--- src/rrc_regs.vh ---
// register indices, field positions, reset values and codes of the block
`ifndef RRC_REGS_VH
`define RRC_REGS_VH
// register index; byte address is four times the index
`define RRC_IDX_DLY        8'h1f
`define RRC_IDX_RET_FIRST  8'h35
`define RRC_IDX_RET_LONG   8'h3a
`define RRC_IDX_RET_LAST   8'h3c
`define RRC_IDX_MRST0      8'h60
`define RRC_IDX_MRST1      8'h61
`define RRC_IDX_MRST2      8'h62
`define RRC_IDX_CHIP       8'h6f
`define RRC_IDX_MODE       8'h70
`define RRC_IDX_STAT       8'h71
// field positions
`define RRC_BIT_CHIP_RST   5
`define RRC_STAT_MODE_LSB  0
`define RRC_STAT_CAUSE_LSB 3
`define RRC_STAT_BUSY_BIT  5
// reset values
`define RRC_RST_RET        8'h00
`define RRC_RST_DLY        8'h10
`define RRC_RST_MRST       8'h00
`define RRC_RST_CHIP       8'h00
// working modes
`define RRC_MODE_ACTIVE    3'h0
`define RRC_MODE_IDLE      3'h1
`define RRC_MODE_SUSPEND   3'h2
`define RRC_MODE_DEEP_RET  3'h3
`define RRC_MODE_DEEP_OFF  3'h4
`define RRC_MODE_SHUTDOWN  3'h5
// last reset cause
`define RRC_CAUSE_POR      2'h0
`define RRC_CAUSE_WDT      2'h1
`define RRC_CAUSE_SW       2'h2
`define RRC_CAUSE_WAKE     2'h3
`endif

--- src/rrc_top.v ---
// reset sources, retention registers and working-mode power control
//
// Design decisions made here: the register addresses and the Wishbone interface to the registers.
`timescale 1ns/100ps
`include "rrc_regs.vh"
// Functional notes
// - three reset sources: power-on, watchdog, software; watchdog and software clear the same scope
// - power-on reset returns every register, retention ones too, to default
// - retention registers 0x3a..0x3c survive sleep, watchdog and chip reset
// - retention registers 0x35..0x39 survive sleep, cleared by watchdog or chip reset
// - watchdog clears everything except the three long-term retention registers
// - writing one to 0x6f bit 5 resets the chip like a watchdog
// - 0x60..0x62 hold one reset bit per peripheral module
// - six working modes; the power manager unit stays on in all
// - idle and suspend stall the processor while its clock runs
// - main 32 KB SRAM on in active, idle, suspend; off otherwise
// - retention banks kept but closed in deep retention; off deeper
// - deep sleep without retention powers down all but the power manager
// - post-release delay register kept across deep sleep wakeup only
module rrc_top #(
  parameter MRST_W = 24
) (
  input  wire              clk,
  input  wire              rst,
  input  wire              wdt_fire,
  input  wire              wake_pin,
  input  wire [9:0]        wb_adr_i,
  input  wire [31:0]       wb_dat_i,
  input  wire [3:0]        wb_sel_i,
  input  wire              wb_we_i,
  input  wire              wb_cyc_i,
  input  wire              wb_stb_i,
  output reg  [31:0]       wb_dat_o,
  output reg               wb_ack_o,
  output reg               sys_rst_out,
  output reg               cpu_stall,
  output reg               cpu_clk_en,
  output reg               power_manager_unit_on,
  output reg               sram_main_pwr,
  output reg               sram_main_acc,
  output reg               sram_ret_pwr,
  output reg               sram_ret_acc,
  output reg               module_pwr,
  output reg  [MRST_W-1:0] module_rst
);

  ////////////////////////////////////////////////////////////////////////
  // bus decode

  wire [7:0] idx;
  wire       req;
  wire       wr;

  assign idx = wb_adr_i[9:2];
  assign req = wb_cyc_i & wb_stb_i & ~wb_ack_o;
  // a write lands at the edge where the master sees ack, not before
  assign wr  = wb_cyc_i & wb_stb_i & wb_ack_o & wb_we_i & wb_sel_i[0];

  ////////////////////////////////////////////////////////////////////////
  // wake pin synchroniser: a change counts once stages two and three agree

  reg sync1;
  reg sync2;
  reg sync3;
  reg wake_lvl;
  reg wake_evt;

  always @(posedge clk)
  begin
    if (rst)
    begin
      sync1    <= 1'b0;
      sync2    <= 1'b0;
      sync3    <= 1'b0;
      wake_lvl <= 1'b0;
      wake_evt <= 1'b0;
    end
    else
    begin
      sync1    <= wake_pin;
      sync2    <= sync1;
      sync3    <= sync2;
      wake_evt <= 1'b0;
      if (sync2 == sync3)
      begin
        wake_lvl <= sync3;
        wake_evt <= sync3 & ~wake_lvl;
      end
    end
  end

  ////////////////////////////////////////////////////////////////////////
  // reset classes

  reg  [7:0] chip_ctl;
  reg  [2:0] mode;
  wire       sw_chip;
  wire       chip_rst;
  wire       deep_mode;
  wire       wake_rst;
  wire       soft_clr;

  // writing the bit back to zero is harmless; only a one fires
  assign sw_chip   = wr & (idx == `RRC_IDX_CHIP)
                     & wb_dat_i[`RRC_BIT_CHIP_RST];
  assign chip_rst  = wdt_fire | sw_chip;
  assign deep_mode = (mode == `RRC_MODE_DEEP_RET)
                     | (mode == `RRC_MODE_DEEP_OFF);
  // deep sleep loses plain digital state, so waking clears it
  assign wake_rst  = deep_mode & wake_evt & ~chip_rst;
  assign soft_clr  = chip_rst | wake_rst;

  ////////////////////////////////////////////////////////////////////////
  // retention registers 0x35..0x3c

  wire [63:0] ret_flat;

  genvar gi;
  generate
    for (gi = 0; gi < 8; gi = gi + 1)
    begin : g_ret
      localparam integer MY_IDX = `RRC_IDX_RET_FIRST + gi;
      reg [7:0] val;
      // long-term entries only follow power-on reset
      wire clr = (MY_IDX >= {24'h000000, `RRC_IDX_RET_LONG})
                 ? 1'b0 : chip_rst;
      always @(posedge clk)
      begin
        if (rst)
          val <= `RRC_RST_RET;
        else if (clr)
          val <= `RRC_RST_RET;
        else if (wr & ({24'h000000, idx} == MY_IDX) & ~chip_rst)
          val <= wb_dat_i[7:0];
      end
      assign ret_flat[gi*8 +: 8] = val;
    end
  endgenerate

  ////////////////////////////////////////////////////////////////////////
  // delay register, module resets, chip control, mode, cause

  wire [MRST_W-1:0] mrst;

  reg [7:0]        dly_cfg;
  reg [1:0]        cause;
  reg [7:0]        dly_cnt;

  always @(posedge clk)
  begin
    if (rst)
      dly_cfg <= `RRC_RST_DLY;
    else if (chip_rst)
      dly_cfg <= `RRC_RST_DLY;
    else if (wr & (idx == `RRC_IDX_DLY))
      dly_cfg <= wb_dat_i[7:0];
  end

  genvar gm;
  generate
    for (gm = 0; gm < MRST_W / 8; gm = gm + 1)
    begin : g_mrst
      localparam integer MY_IDX = `RRC_IDX_MRST0 + gm;
      reg [7:0] val;
      always @(posedge clk)
      begin
        if (rst | soft_clr)
          val <= `RRC_RST_MRST;
        else if (wr & ({24'h000000, idx} == MY_IDX))
          val <= wb_dat_i[7:0];
      end
      assign mrst[gm*8 +: 8] = val;
    end
  endgenerate

  always @(posedge clk)
  begin
    if (rst | soft_clr)
      chip_ctl <= `RRC_RST_CHIP;
    else if (wr & (idx == `RRC_IDX_CHIP))
      chip_ctl <= wb_dat_i[7:0];
  end

  // mode: software enters a mode from active, the wake pin leaves any but shutdown
  always @(posedge clk)
  begin
    if (rst | soft_clr)
      mode <= `RRC_MODE_ACTIVE;
    else
    begin
      case (mode)
        `RRC_MODE_ACTIVE:
          if (wr & (idx == `RRC_IDX_MODE)
              & (wb_dat_i[2:0] <= `RRC_MODE_SHUTDOWN))
            mode <= wb_dat_i[2:0];
        `RRC_MODE_IDLE,
        `RRC_MODE_SUSPEND:
          if (wake_evt)
            mode <= `RRC_MODE_ACTIVE;
        // deep modes leave through wake_rst; shutdown only through rst or chip_rst
        default:
          mode <= mode;
      endcase
    end
  end

  always @(posedge clk)
  begin
    if (rst)
      cause <= `RRC_CAUSE_POR;
    else if (wdt_fire)
      cause <= `RRC_CAUSE_WDT;
    else if (sw_chip)
      cause <= `RRC_CAUSE_SW;
    else if (wake_rst)
      cause <= `RRC_CAUSE_WAKE;
  end

  // post-release delay: loaded from the kept setting after a wake reset, from the default after the others
  always @(posedge clk)
  begin
    if (rst)
      dly_cnt <= `RRC_RST_DLY;
    else if (chip_rst)
      dly_cnt <= `RRC_RST_DLY;
    else if (wake_rst)
      dly_cnt <= dly_cfg;
    else if (dly_cnt != 8'h00)
      dly_cnt <= dly_cnt - 8'h01;
  end

  ////////////////////////////////////////////////////////////////////////
  // power and access outputs

  reg next_stall;
  reg next_clk_en;
  reg next_main_pwr;
  reg next_main_acc;
  reg next_ret_pwr;
  reg next_ret_acc;
  reg next_mod_pwr;

  always @*
  begin
    next_stall    = 1'b0;
    next_clk_en   = 1'b1;
    next_main_pwr = 1'b1;
    next_main_acc = 1'b1;
    next_ret_pwr  = 1'b1;
    next_ret_acc  = 1'b1;
    next_mod_pwr  = 1'b1;
    case (mode)
      `RRC_MODE_ACTIVE:
        next_stall = 1'b0;
      `RRC_MODE_IDLE:
        next_stall = 1'b1;
      `RRC_MODE_SUSPEND:
      begin
        next_stall   = 1'b1;
        next_mod_pwr = 1'b0;
      end
      `RRC_MODE_DEEP_RET:
      begin
        next_stall    = 1'b1;
        next_clk_en   = 1'b0;
        next_main_pwr = 1'b0;
        next_main_acc = 1'b0;
        next_ret_acc  = 1'b0;
        next_mod_pwr  = 1'b0;
      end
      default:
      begin
        next_stall    = 1'b1;
        next_clk_en   = 1'b0;
        next_main_pwr = 1'b0;
        next_main_acc = 1'b0;
        next_ret_pwr  = 1'b0;
        next_ret_acc  = 1'b0;
        next_mod_pwr  = 1'b0;
      end
    endcase
  end

  always @(posedge clk)
  begin
    if (rst)
    begin
      cpu_stall             <= 1'b1;
      cpu_clk_en            <= 1'b1;
      power_manager_unit_on <= 1'b1;
      sram_main_pwr         <= 1'b1;
      sram_main_acc         <= 1'b0;
      sram_ret_pwr          <= 1'b1;
      sram_ret_acc          <= 1'b0;
      module_pwr            <= 1'b1;
      module_rst            <= {MRST_W{1'b1}};
      sys_rst_out           <= 1'b1;
    end
    else
    begin
      // the processor is also held while the system reset delay runs
      cpu_stall             <= next_stall | (dly_cnt != 8'h00);
      cpu_clk_en            <= next_clk_en;
      power_manager_unit_on <= 1'b1;
      sram_main_pwr         <= next_main_pwr;
      sram_main_acc         <= next_main_acc;
      sram_ret_pwr          <= next_ret_pwr;
      sram_ret_acc          <= next_ret_acc;
      module_pwr            <= next_mod_pwr;
      module_rst            <= mrst | {MRST_W{dly_cnt != 8'h00}};
      sys_rst_out           <= (dly_cnt != 8'h00);
    end
  end

  ////////////////////////////////////////////////////////////////////////
  // bus answer: one wait state, unmapped reads give zero

  reg [7:0] rd_byte;

  always @*
  begin
    rd_byte = 8'h00;
    if ((idx >= `RRC_IDX_RET_FIRST) && (idx <= `RRC_IDX_RET_LAST))
      rd_byte = ret_flat[(idx - `RRC_IDX_RET_FIRST) * 8 +: 8];
    else if (idx == `RRC_IDX_DLY)
      rd_byte = dly_cfg;
    else if ((idx >= `RRC_IDX_MRST0) && (idx <= `RRC_IDX_MRST2))
      rd_byte = mrst[(idx - `RRC_IDX_MRST0) * 8 +: 8];
    else if (idx == `RRC_IDX_CHIP)
      rd_byte = chip_ctl;
    else if (idx == `RRC_IDX_MODE)
      rd_byte = {5'h00, mode};
    else if (idx == `RRC_IDX_STAT)
      rd_byte = {2'h0, (dly_cnt != 8'h00), cause, mode};
  end

  always @(posedge clk)
  begin
    if (rst)
    begin
      wb_ack_o <= 1'b0;
      wb_dat_o <= 32'h0000_0000;
    end
    else
    begin
      wb_ack_o <= req;
      if (req)
        wb_dat_o <= {24'h000000, rd_byte};
    end
  end

endmodule

--- config.mk ---
export PLATFORM = sky130hd
export DESIGN_NAME = rrc_top
export DESIGN_NICKNAME = d
export VERILOG_FILES = /design/src/rrc_top.v
export VERILOG_INCLUDE_DIRS = /design/src /design/src/src
export SDC_FILE = /design/constraint.sdc
export NUM_CORES = 1
export LEC_CHECK = 0
export CAP_MARGIN = 25
export CORE_MARGIN = 10
export CORE_UTILIZATION = 57
export CTS_CLUSTER_DIAMETER = 200
export CTS_CLUSTER_SIZE = 14
export DETAILED_ROUTE_END_ITERATION = 8
export DONT_BUFFER_PORTS = 1
export PLACE_DENSITY = 0.78
export REMOVE_ABC_BUFFERS = 1
export SLEW_MARGIN = 20
export SYNTH_ARGS = -nofsm -noshare
export SYNTH_HDL_FRONTEND = slang
export SYNTH_SLANG_ARGS = --single-unit
--- constraint.sdc ---
create_clock -name clk -period 2.3 [get_ports clk]
set_input_delay 0.115 -clock clk [delete_from_list [all_inputs] [get_ports clk]]
set_output_delay 0.115 -clock clk [all_outputs]
set_load 0.01 [all_outputs]
After elaboration in Yosys (flattened, before gate mapping):

Cells that the tools add are included.

* add/sub/neg operators: 3
* $lt $le $gt $ge: 5
* equality and inequality tests: 22
* shift-type cells: 2
* mux-type cells: 18
* bitwise gates (word level): 42
* reductions and logical operators: 16

Operators with widths (count)
* $eq 8x6->1 const B: 8
* $shiftx 64x33->8: 1
* $eq 8x7->1 const B: 6
* $mux 8: 6
* $shiftx 24x33->8: 1
* $and 1x1->1: 32
* $or 24x24->24: 1
* $mux 6: 2
* $reduce_or 2->1: 5
* $sub 8x6->9 const B: 1
* $sub 8x7->9 const B: 1
* $eq 8x5->1 const B: 1
* $ge 8x6->1 const B: 1
* $ge 8x7->1 const B: 1
* $le 8x6->1 const B: 1
* $le 8x7->1 const B: 1
* $reduce_bool 8->1: 1
* $sub 8x1->8 const B: 1
* $eq 3x2->1 const B: 2
* $mux 3: 2
* $pmux 3 s2: 1
* $reduce_bool 2->1: 3
* $mux 1: 5
* $or 1x1->1: 5
* 13 further kinds: 19

* register bits after elaboration: 161
* input bits: 53
* output and inout bits: 66

Depth between registers and ports, before layout:

Gate-level depths: netlist of the first run.

* depth in word-level cells: 12
* depth in mapped cells: 11
* depth with buffers taken out: 7

Least setup slack after synthesis of the first run:

OpenSTA, ideal clock, no wires.

* path type: input to register
* start point: input port wb_adr_i[2]
* end point: register wb_dat_o[1]
* setup time: 134 ps
* arrival: 2402 ps
* slack: -235 ps
* stages: 10
* buffers on the path: 4
* cell sequence: buf_2 > buf_2 > inv_1 > ha_1 > clkbuf_1 > clkbuf_1 > mux4_2 > mux2_2 > a21oi_1 > a211oi_1

* cells in the longest elaborated chain, start to end: 7
* elaborated cells on any way between the ends: 20

Ends and longest elaborated chain
* start, declared: RTL line rrc_top.v:27 `input wire [9:0] wb_adr_i,`
* branches (longest 6 deep; another with $sub 8x7->9)
* $mux 8 *: RTL line rrc_top.v:323 `` if ((idx >= `RRC_IDX_RET_FIRST) && (idx <= `RRC_IDX_RET_LAST)) ``
* end signal, assigned: RTL line rrc_top.v:348 `wb_dat_o <= {24'h000000, rd_byte};`
* end, declared: RTL line rrc_top.v:33 `output reg [31:0] wb_dat_o,`

Mark *: on every way between the ends.
A chain may end at the register's enable or synchronous reset.

Worst setup path in the final report of the first run:

* start point: register wb_ack_o
* end point: register g_ret[7].val[3]

* cells in the longest elaborated chain, start to end: 8
* elaborated cells on any way between the ends: 9

Ends and longest elaborated chain
* start, declared: RTL line rrc_top.v:34 `output reg wb_ack_o,`
* start signal, assigned: RTL line rrc_top.v:346 `wb_ack_o <= req;`
* $and 1x1->1 * (3 in series): RTL line rrc_top.v:57 `assign wr = wb_cyc_i & wb_stb_i & wb_ack_o & wb_we_i & wb_sel_i[0];`
* $and 1x1->1 (2 in series): RTL line rrc_top.v:104 `` assign sw_chip = wr & (idx == `RRC_IDX_CHIP) ``
* $or 1x1->1: RTL line rrc_top.v:106 `assign chip_rst = wdt_fire | sw_chip;`
* $not 1->1: RTL line rrc_top.v:133 `else if (wr & ({24'h000000, idx} == MY_IDX) & ~chip_rst)`
* $and 1x1->1 *: RTL line rrc_top.v:133
* end signal, assigned: RTL line rrc_top.v:130 `` val <= `RRC_RST_RET; ``
* end signal, assigned: RTL line rrc_top.v:132 `` val <= `RRC_RST_RET; ``
* end signal, assigned: RTL line rrc_top.v:134 `val <= wb_dat_i[7:0];`
* end, declared: RTL line rrc_top.v:123 `reg [7:0] val;`

Mark *: on every way between the ends. The rest lies on a longest branch, timed or not.

==> results.py, run 1 <==
metrics = {
    "sta": {
        "setup_violations": 0,
        "maxSlewViolCount": 0,
        "fmax_ghz": 0.500,
        "hold_viol_final": 0,
        "fin_skew_ps": 9.58,
        "relSlewSlack_pct": 51.6,
        "period_needed_ps": 2000,
        "timing.final.crit_share_pct": 86.9,
        "worstMarginPinSlew_ps": 723,
        "fin_tns_setup_ps": 0,
        "rsz0062_at_grt": "false",
    },
    "detailed_routing": {
        "vias_per_cell": 5.82,
        "drt_iter0_markers": 365,
        "num_vias": 5208,
        "antenna_left": 0,
        "wl_um": 17900,
        "drc_errors": 0,
        "first_pass_iters": 5,
        "wl_per_cell_um": 20.0,
    },
    "synth": {
        "synth.most_common_cell": "dfxtp_1",
        "synth_edf_count": 0,
        "synthArstFlopShare_pct": 0,
        "synth_area_um2": 7170,
        "synthTopCellsByArea": "dfxtp_1 45%, mux2i_1 14%, nor2_1 6.8%",
        "synth_area_leader_cell": "dfxtp_1",
        "ys_ff_latch": 161,
        "synth_cells": 718,
        "yosysWarnings": 0,
        "synth_seq_area_share_pct": 45.0,
        "synthFlopType": "dfxtp_1",
        "synth_cell_types": 57,
        "syn_area_per_cell_um2": 9.98,
        "synth_common_cells": "161 x dfxtp_1, 129 x nor2_1, 97 x mux2i_1",
        "synth_top_area_share_pct": 45.0,
    },
    "clock_tree": {
        "cts_made_buffers": 17,
        "post_cts_resize_count": 0,
        "clock_latency_ps": 430,
        "clock_sinks": 161,
        "root_buffer": "clkbuf_16",
        "cts.path.max_buffers": 2,
        "clkSlewWorstSetupHoldPaths_ps": 60,
        "htree_num_levels": 4,
        "cts_setup_buffers": 0,
        "cts_tree": "built",
    },
    "flow_run": {
        "maxCapViolCount": 0,
    },
    "grt": {
        "grt_overflow": 0,
        "grt_pass1_wl_um": 28500,
        "grt_pass1_vias": 5328,
        "grt_max_degree": 70,
        "track_usage_pct": 20.5,
        "antenna_found_initial": 0,
    },
    "outcome": {
        "status": "finished clean",
    },
    "final_layout": {
        "area_growth_syn_to_layout_pct": 10.3,
        "antenna_cells": 0,
        "final_cell_area_um2": 7910,
        "drive_above_1_share_pct": 13.8,
        "nets": 774,
    },
    "die": {
        "die_y_um": 132,
        "row_count": 40,
        "start_util_pct": 58.9,
        "die_width_um": 132,
        "dieArea_um2": 17500,
        "core_um2": 12200,
        "ios": 119,
    },
    "placement": {
        "dp_hpwl_um": 11900,
        "numPortBuffers": 0,
        "gp_congestion": 0.858,
        "place_area_um2": 7180,
    },
    "critical_path": {
        "endpoint_kind": "flip-flop",
        "critPathKind": "reg2reg",
        "worstPathMaxFanout": 8,
        "required_ps": 2610,
        "cp_slowest_stage_delay_ps": 580,
        "cpLargestDelayFamily": "simple AND/OR/NAND/NOR gates",
        "critPathSlowestCell": "and4_1",
        "path_buf_inv": 0,
        "startpoint_type": "flip-flop",
        "cp.arrival_ps": 2310,
        "crit_chain": "nand3_2, nor4_4, and4_1, mux2i_1, nor2_1",
    },
    "power": {
        "combPwrFrac_pct": 6.0,
        "sequentialPowerShare_pct": 47.3,
        "p_sw_share_pct": 22.3,
        "clock_power_share_pct": 46.7,
        "total_power_w": 0.00608,
        "power.density_nw_per_um2": 770,
        "worst_ir_drop_vdd_mv": 0.647,
        "intPower_w": 0.00473,
        "p_sw_w": 0.00136,
        "leakage_nw": 3.40,
    },
    "min_path": {
        "hold_class": "in2reg",
    },
}
[area by class of cell]
cell class | instances | area (µm²)
clock buffer | 23 | 468
clock inverter | 9 | 131
inverter | 9 | 33.8
sequential | 161 | 3220
fill | 964 | 4260
tap | 168 | 210
timing repair buffer | 26 | 253
multi-input combinational | 499 | 3590
[cells by family after synthesis]
logic type      Yosys count  share of synthesized area [%]
simple gates            249                           17.7
flops                   161                           45.0
mux                     128                           20.9
compound gates           81                           7.75
buf+inv                  81                           6.20
xor+xnor                  9                           1.10
fa+ha+maj                 7                           1.22
other cells               2                          0.105
[registers in the layout (all words and copies together), names as in the netlist, 2 cells and up]
signal,cells
wb_dat_o,8
module_rst,24
cause,2
g_ret.val,64
mode,3
chip_ctl,8
dly_cnt,8
dly_cfg,8
g_mrst.val,24
[repair_timing]
item / 4_1_cts / 5_1_grt
hold buffers: 11 / 0
setup endpoints to repair: 0 / 0
hold endpoints to repair: 152 / 0
[per-layer routing]
metal	up-vias	GRT usage [%]	share of wire (%)
met5	-	0	0
li1	2459	-	-
met4	0	7.54	1.9
met1	2518	23.4	41
met3	29	7.28	8.4
met2	202	34.4	49
[final timing paths]
kind	cells after the start	slack (ps)	start	end
setup / recovery	5	300	wb_ack_o	g_ret[7].val[3]
hold / removal	2	20	rst	g_ret[5].val[5]
setup reg to reg	5	300	wb_ack_o	g_ret[7].val[3]
hold reg to reg	2	440	chip_ctl[5]	chip_ctl[5]
[power groups by stage]
| stage | logic [W] | clock network [W] | registers, W |
|---|---|---|---|
| after floorplan | 0.000220 | 0 | 0.00293 |
| after global placement | 0.000277 | 0 | 0.00294 |
| after detailed placement | 0.000287 | 0 | 0.00294 |
| after CTS | 0.000361 | 0.00287 | 0.00288 |
| after global routing | 0.000400 | 0.00299 | 0.00288 |
| final | 0.000365 | 0.00284 | 0.00288 |
[per-stage QoR]
| step | hold WS, ps | setup WS (ps) | std cells | util (%) |
|---|---|---|---|---|
| 4_1_cts | 26.3 | 272 | 895 | 65.0 |
| 5_1_grt | 40.5 | 151 | 895 | 65.0 |
| 2_1_floorplan | 184 | -0.568 | 669 | - |
| 3_3_place_gp | 195 | 353 | 852 | 59.0 |
| 3_5_place_dp | 200 | 264 | 852 | 59.0 |
| 6_report | 20.9 | 302 | 895 | 65.0 |
[layout by cell type (no fill, tap or decap), types with 3 or more instances in the layout]
master,count
dlygate4sd3_1,10
or3_1,30
dfxtp_1,161
o21ai_0,5
nand4_2,3
nor2_1,129
mux4_2,16
clkbuf_1,4
buf_4,14
bufinv_16,3
a211oi_1,5
nand4_1,4
nand3_1,7
clkbuf_16,17
clkinvlp_4,3
a22oi_1,11
mux2_2,15
a31oi_1,7
and3b_1,3
o22ai_1,5
nand3_2,9
conb_1,25
nor2b_1,8
a21oi_1,23
inv_1,8
or2_2,5
ha_1,7
a311oi_1,3
nor3_1,5
xnor2_1,4
mux2i_1,97
o21ai_1,4
o211ai_1,3
nand2_1,32
o221ai_1,5
xor2_1,5
Note: power is estimated with default switching activity, not from simulation.
==> run 2: changes to the inputs <==
--- a/config.mk
+++ b/config.mk
@@ -8,14 +8,13 @@
 export LEC_CHECK = 0
 export CAP_MARGIN = 25
 export CORE_MARGIN = 10
-export CORE_UTILIZATION = 57
+export CORE_UTILIZATION = 63
 export CTS_CLUSTER_DIAMETER = 200
 export CTS_CLUSTER_SIZE = 14
 export DETAILED_ROUTE_END_ITERATION = 8
 export DONT_BUFFER_PORTS = 1
-export PLACE_DENSITY = 0.78
+export PLACE_DENSITY = 0.82
 export REMOVE_ABC_BUFFERS = 1
-export SLEW_MARGIN = 20
 export SYNTH_ARGS = -nofsm -noshare
 export SYNTH_HDL_FRONTEND = slang
 export SYNTH_SLANG_ARGS = --single-unit
==> constraint.sdc (replaced) <==
create_clock -name clk -period 2.2 [get_ports clk]
set_input_delay 0.11 -clock clk [delete_from_list [all_inputs] [get_ports clk]]
set_output_delay 0.11 -clock clk [all_outputs]
set_load 0.01 [all_outputs]
==> run 2 against run 1 <==
Global-route usage rose by 2.6 points. Critical path depth rose by 1. Wire length rose by 3.0%. Worst hold slack got worse by 4.7 ps. Sequential share of layout area fell by 0.36 points. First-iteration DRC count rose by 34%. Cell count fell by 2.6%. Fmax rose by 3.6%. Highest routed layer unchanged.
==> results.py, run 2 (synthesis gave the netlist of run 1 again) <==
metrics = {
    "outcome": {
        "status": "finished clean",
    },
    "detailed_routing": {
        "vias_per_cell": 6.11,
        "wl_um": 18400,
        "drt_iter0_markers": 489,
        "drc_errors": 0,
        "first_pass_iters": 5,
        "num_vias": 5324,
        "antenna_left": 0,
        "wl_per_cell_um": 21.1,
    },
    "critical_path": {
        "worstPathMaxFanout": 27,
        "r2r_end": "g_mrst[2].val[3]",
        "crit_chain": "nand3_2, nor4_4, nand2_1, nand3_1, buf_4, nor2_1",
        "path_buf_inv": 1,
        "cp_slowest_stage_delay_ps": 490,
        "r2r_start": "wb_ack_o",
        "endpoint_kind": "flip-flop",
        "startpoint_type": "flip-flop",
        "cp.arrival_ps": 2240,
        "cpLargestDelayFamily": "simple AND/OR/NAND/NOR gates",
        "r2r_cells": 6,
        "required_ps": 2510,
        "rrSetupSlack_ps": 270,
        "critPathSlowestCell": "nor4_4",
        "critPathKind": "reg2reg",
    },
    "placement": {
        "dp_hpwl_um": 11900,
        "placed_cells": 829,
        "place_area_um2": 7180,
        "numPortBuffers": 0,
        "gp_congestion": 0.898,
        "pre_cts_ws_ps": 161,
    },
    "sta": {
        "fmax_ghz": 0.518,
        "relSlewSlack_pct": 41.4,
        "period_needed_ps": 1930,
        "fin_skew_ps": 6.48,
        "maxSlewViolCount": 0,
        "setup_violations": 0,
        "hold_viol_final": 0,
        "timing.final.crit_share_pct": 87.7,
        "rsz0062_at_grt": "false",
        "worstMarginPinSlew_ps": 876,
        "setup_slack_ps": 271,
    },
    "clock_tree": {
        "clock_latency_ps": 430,
        "htree_num_levels": 4,
        "cts.path.max_buffers": 2,
        "cts_setup_buffers": 0,
        "cts_made_buffers": 17,
        "cts_tree": "built",
        "root_buffer": "clkbuf_16",
        "clock_sinks": 161,
        "clkSlewWorstSetupHoldPaths_ps": 60,
    },
    "final_layout": {
        "largest_reg_flops": 64,
        "nets": 779,
        "final_common_cell": "dfxtp_1",
        "fin_util_pct": 72.6,
        "area_growth_syn_to_layout_pct": 11.3,
        "top_register": "g_ret.val",
        "nFillCells": 797,
        "final_cell_area_um2": 7980,
        "fin_cells": 872,
        "antenna_cells": 0,
        "drive_above_1_share_pct": 14.8,
        "reg_top3": "g_ret.val x64, g_mrst.val x24, module_rst x24",
        "final_cell_mix": "161 x dfxtp_1, 129 x nor2_1, 97 x mux2i_1",
    },
    "min_path": {
        "hold_start": "rst",
        "hold_depth": 2,
        "hold_end": "g_ret[5].val[6]",
        "hold_class": "in2reg",
    },
    "die": {
        "dieArea_um2": 16000,
        "row_count": 38,
        "start_util_pct": 65.3,
        "ios": 119,
        "die_y_um": 127,
        "core_um2": 11000,
        "die_width_um": 127,
    },
    "grt": {
        "grt_overflow": 0,
        "grt_pass1_vias": 5383,
        "track_usage_pct": 23.1,
        "antenna_found_initial": 0,
        "grt_pass1_wl_um": 29200,
        "grt_max_degree": 70,
    },
    "flow_run": {
        "maxCapViolCount": 0,
    },
    "power": {
        "worst_ir_drop_vdd_mv": 0.794,
        "total_power_w": 0.00669,
        "leakage_nw": 3.45,
        "power.density_nw_per_um2": 838,
    },
}
## run 2: how the worst max path moves through the flow
stage | from | endpoint | slack (ps) | cells past startpoint
floorplan | wb_ack_o | dly_cnt[0] | -100 | 4
global placement | wb_adr_i[2] | wb_dat_o[6] | 260 | 7
detailed placement | wb_adr_i[2] | wb_dat_o[7] | 160 | 7
CTS | mode[2] | dly_cnt[6] | 280 | 6
global route | mode[2] | dly_cnt[3] | 90 | 6
finish | wb_ack_o | g_mrst[2].val[3] | 270 | 6
## run 2: timing repair
action                                 CTS  global route
setup endpoints to repair                0             5
endpoints found under the hold margin  155             0
gates resized for setup                  0             1
hold buffers                            11             0
## run 2: final cells by class
cell class	count	area, µm²	share of cell area, %
Sequential cell	161	3220	40.4
Tap cell	140	175	2.20
Inverter	9	33.8	0.424
Clock buffer	20	457	5.73
Multi-Input combinational cell	499	3590	45.1
Timing Repair Buffer	31	290	3.64
Clock inverter	12	203	2.54
## run 2: report_power, final
part | internal, W | total [W] | switching (W)
combinational | 0.000143 | 0.000392 | 0.000249
clock | 0.00208 | 0.00328 | 0.00121
sequential | 0.00296 | 0.00301 | 0.0000474
total | 0.00518 | 0.00669 | 0.00150
## run 2: per-stage QoR
step                      hold slack [ps]  TNS, ps
after floorplan                       179    -3410
after detailed placement              190        0
after global placement                189        0
final                                16.2        0
after CTS                            9.55        0
after global routing                 23.0        0
## run 2: per-layer routing
layer,global-route usage (%),routed length (µm)
met5,0,0
met4,8.51,351
met3,8.12,1620
met2,38.6,9050
met1,26.7,7410
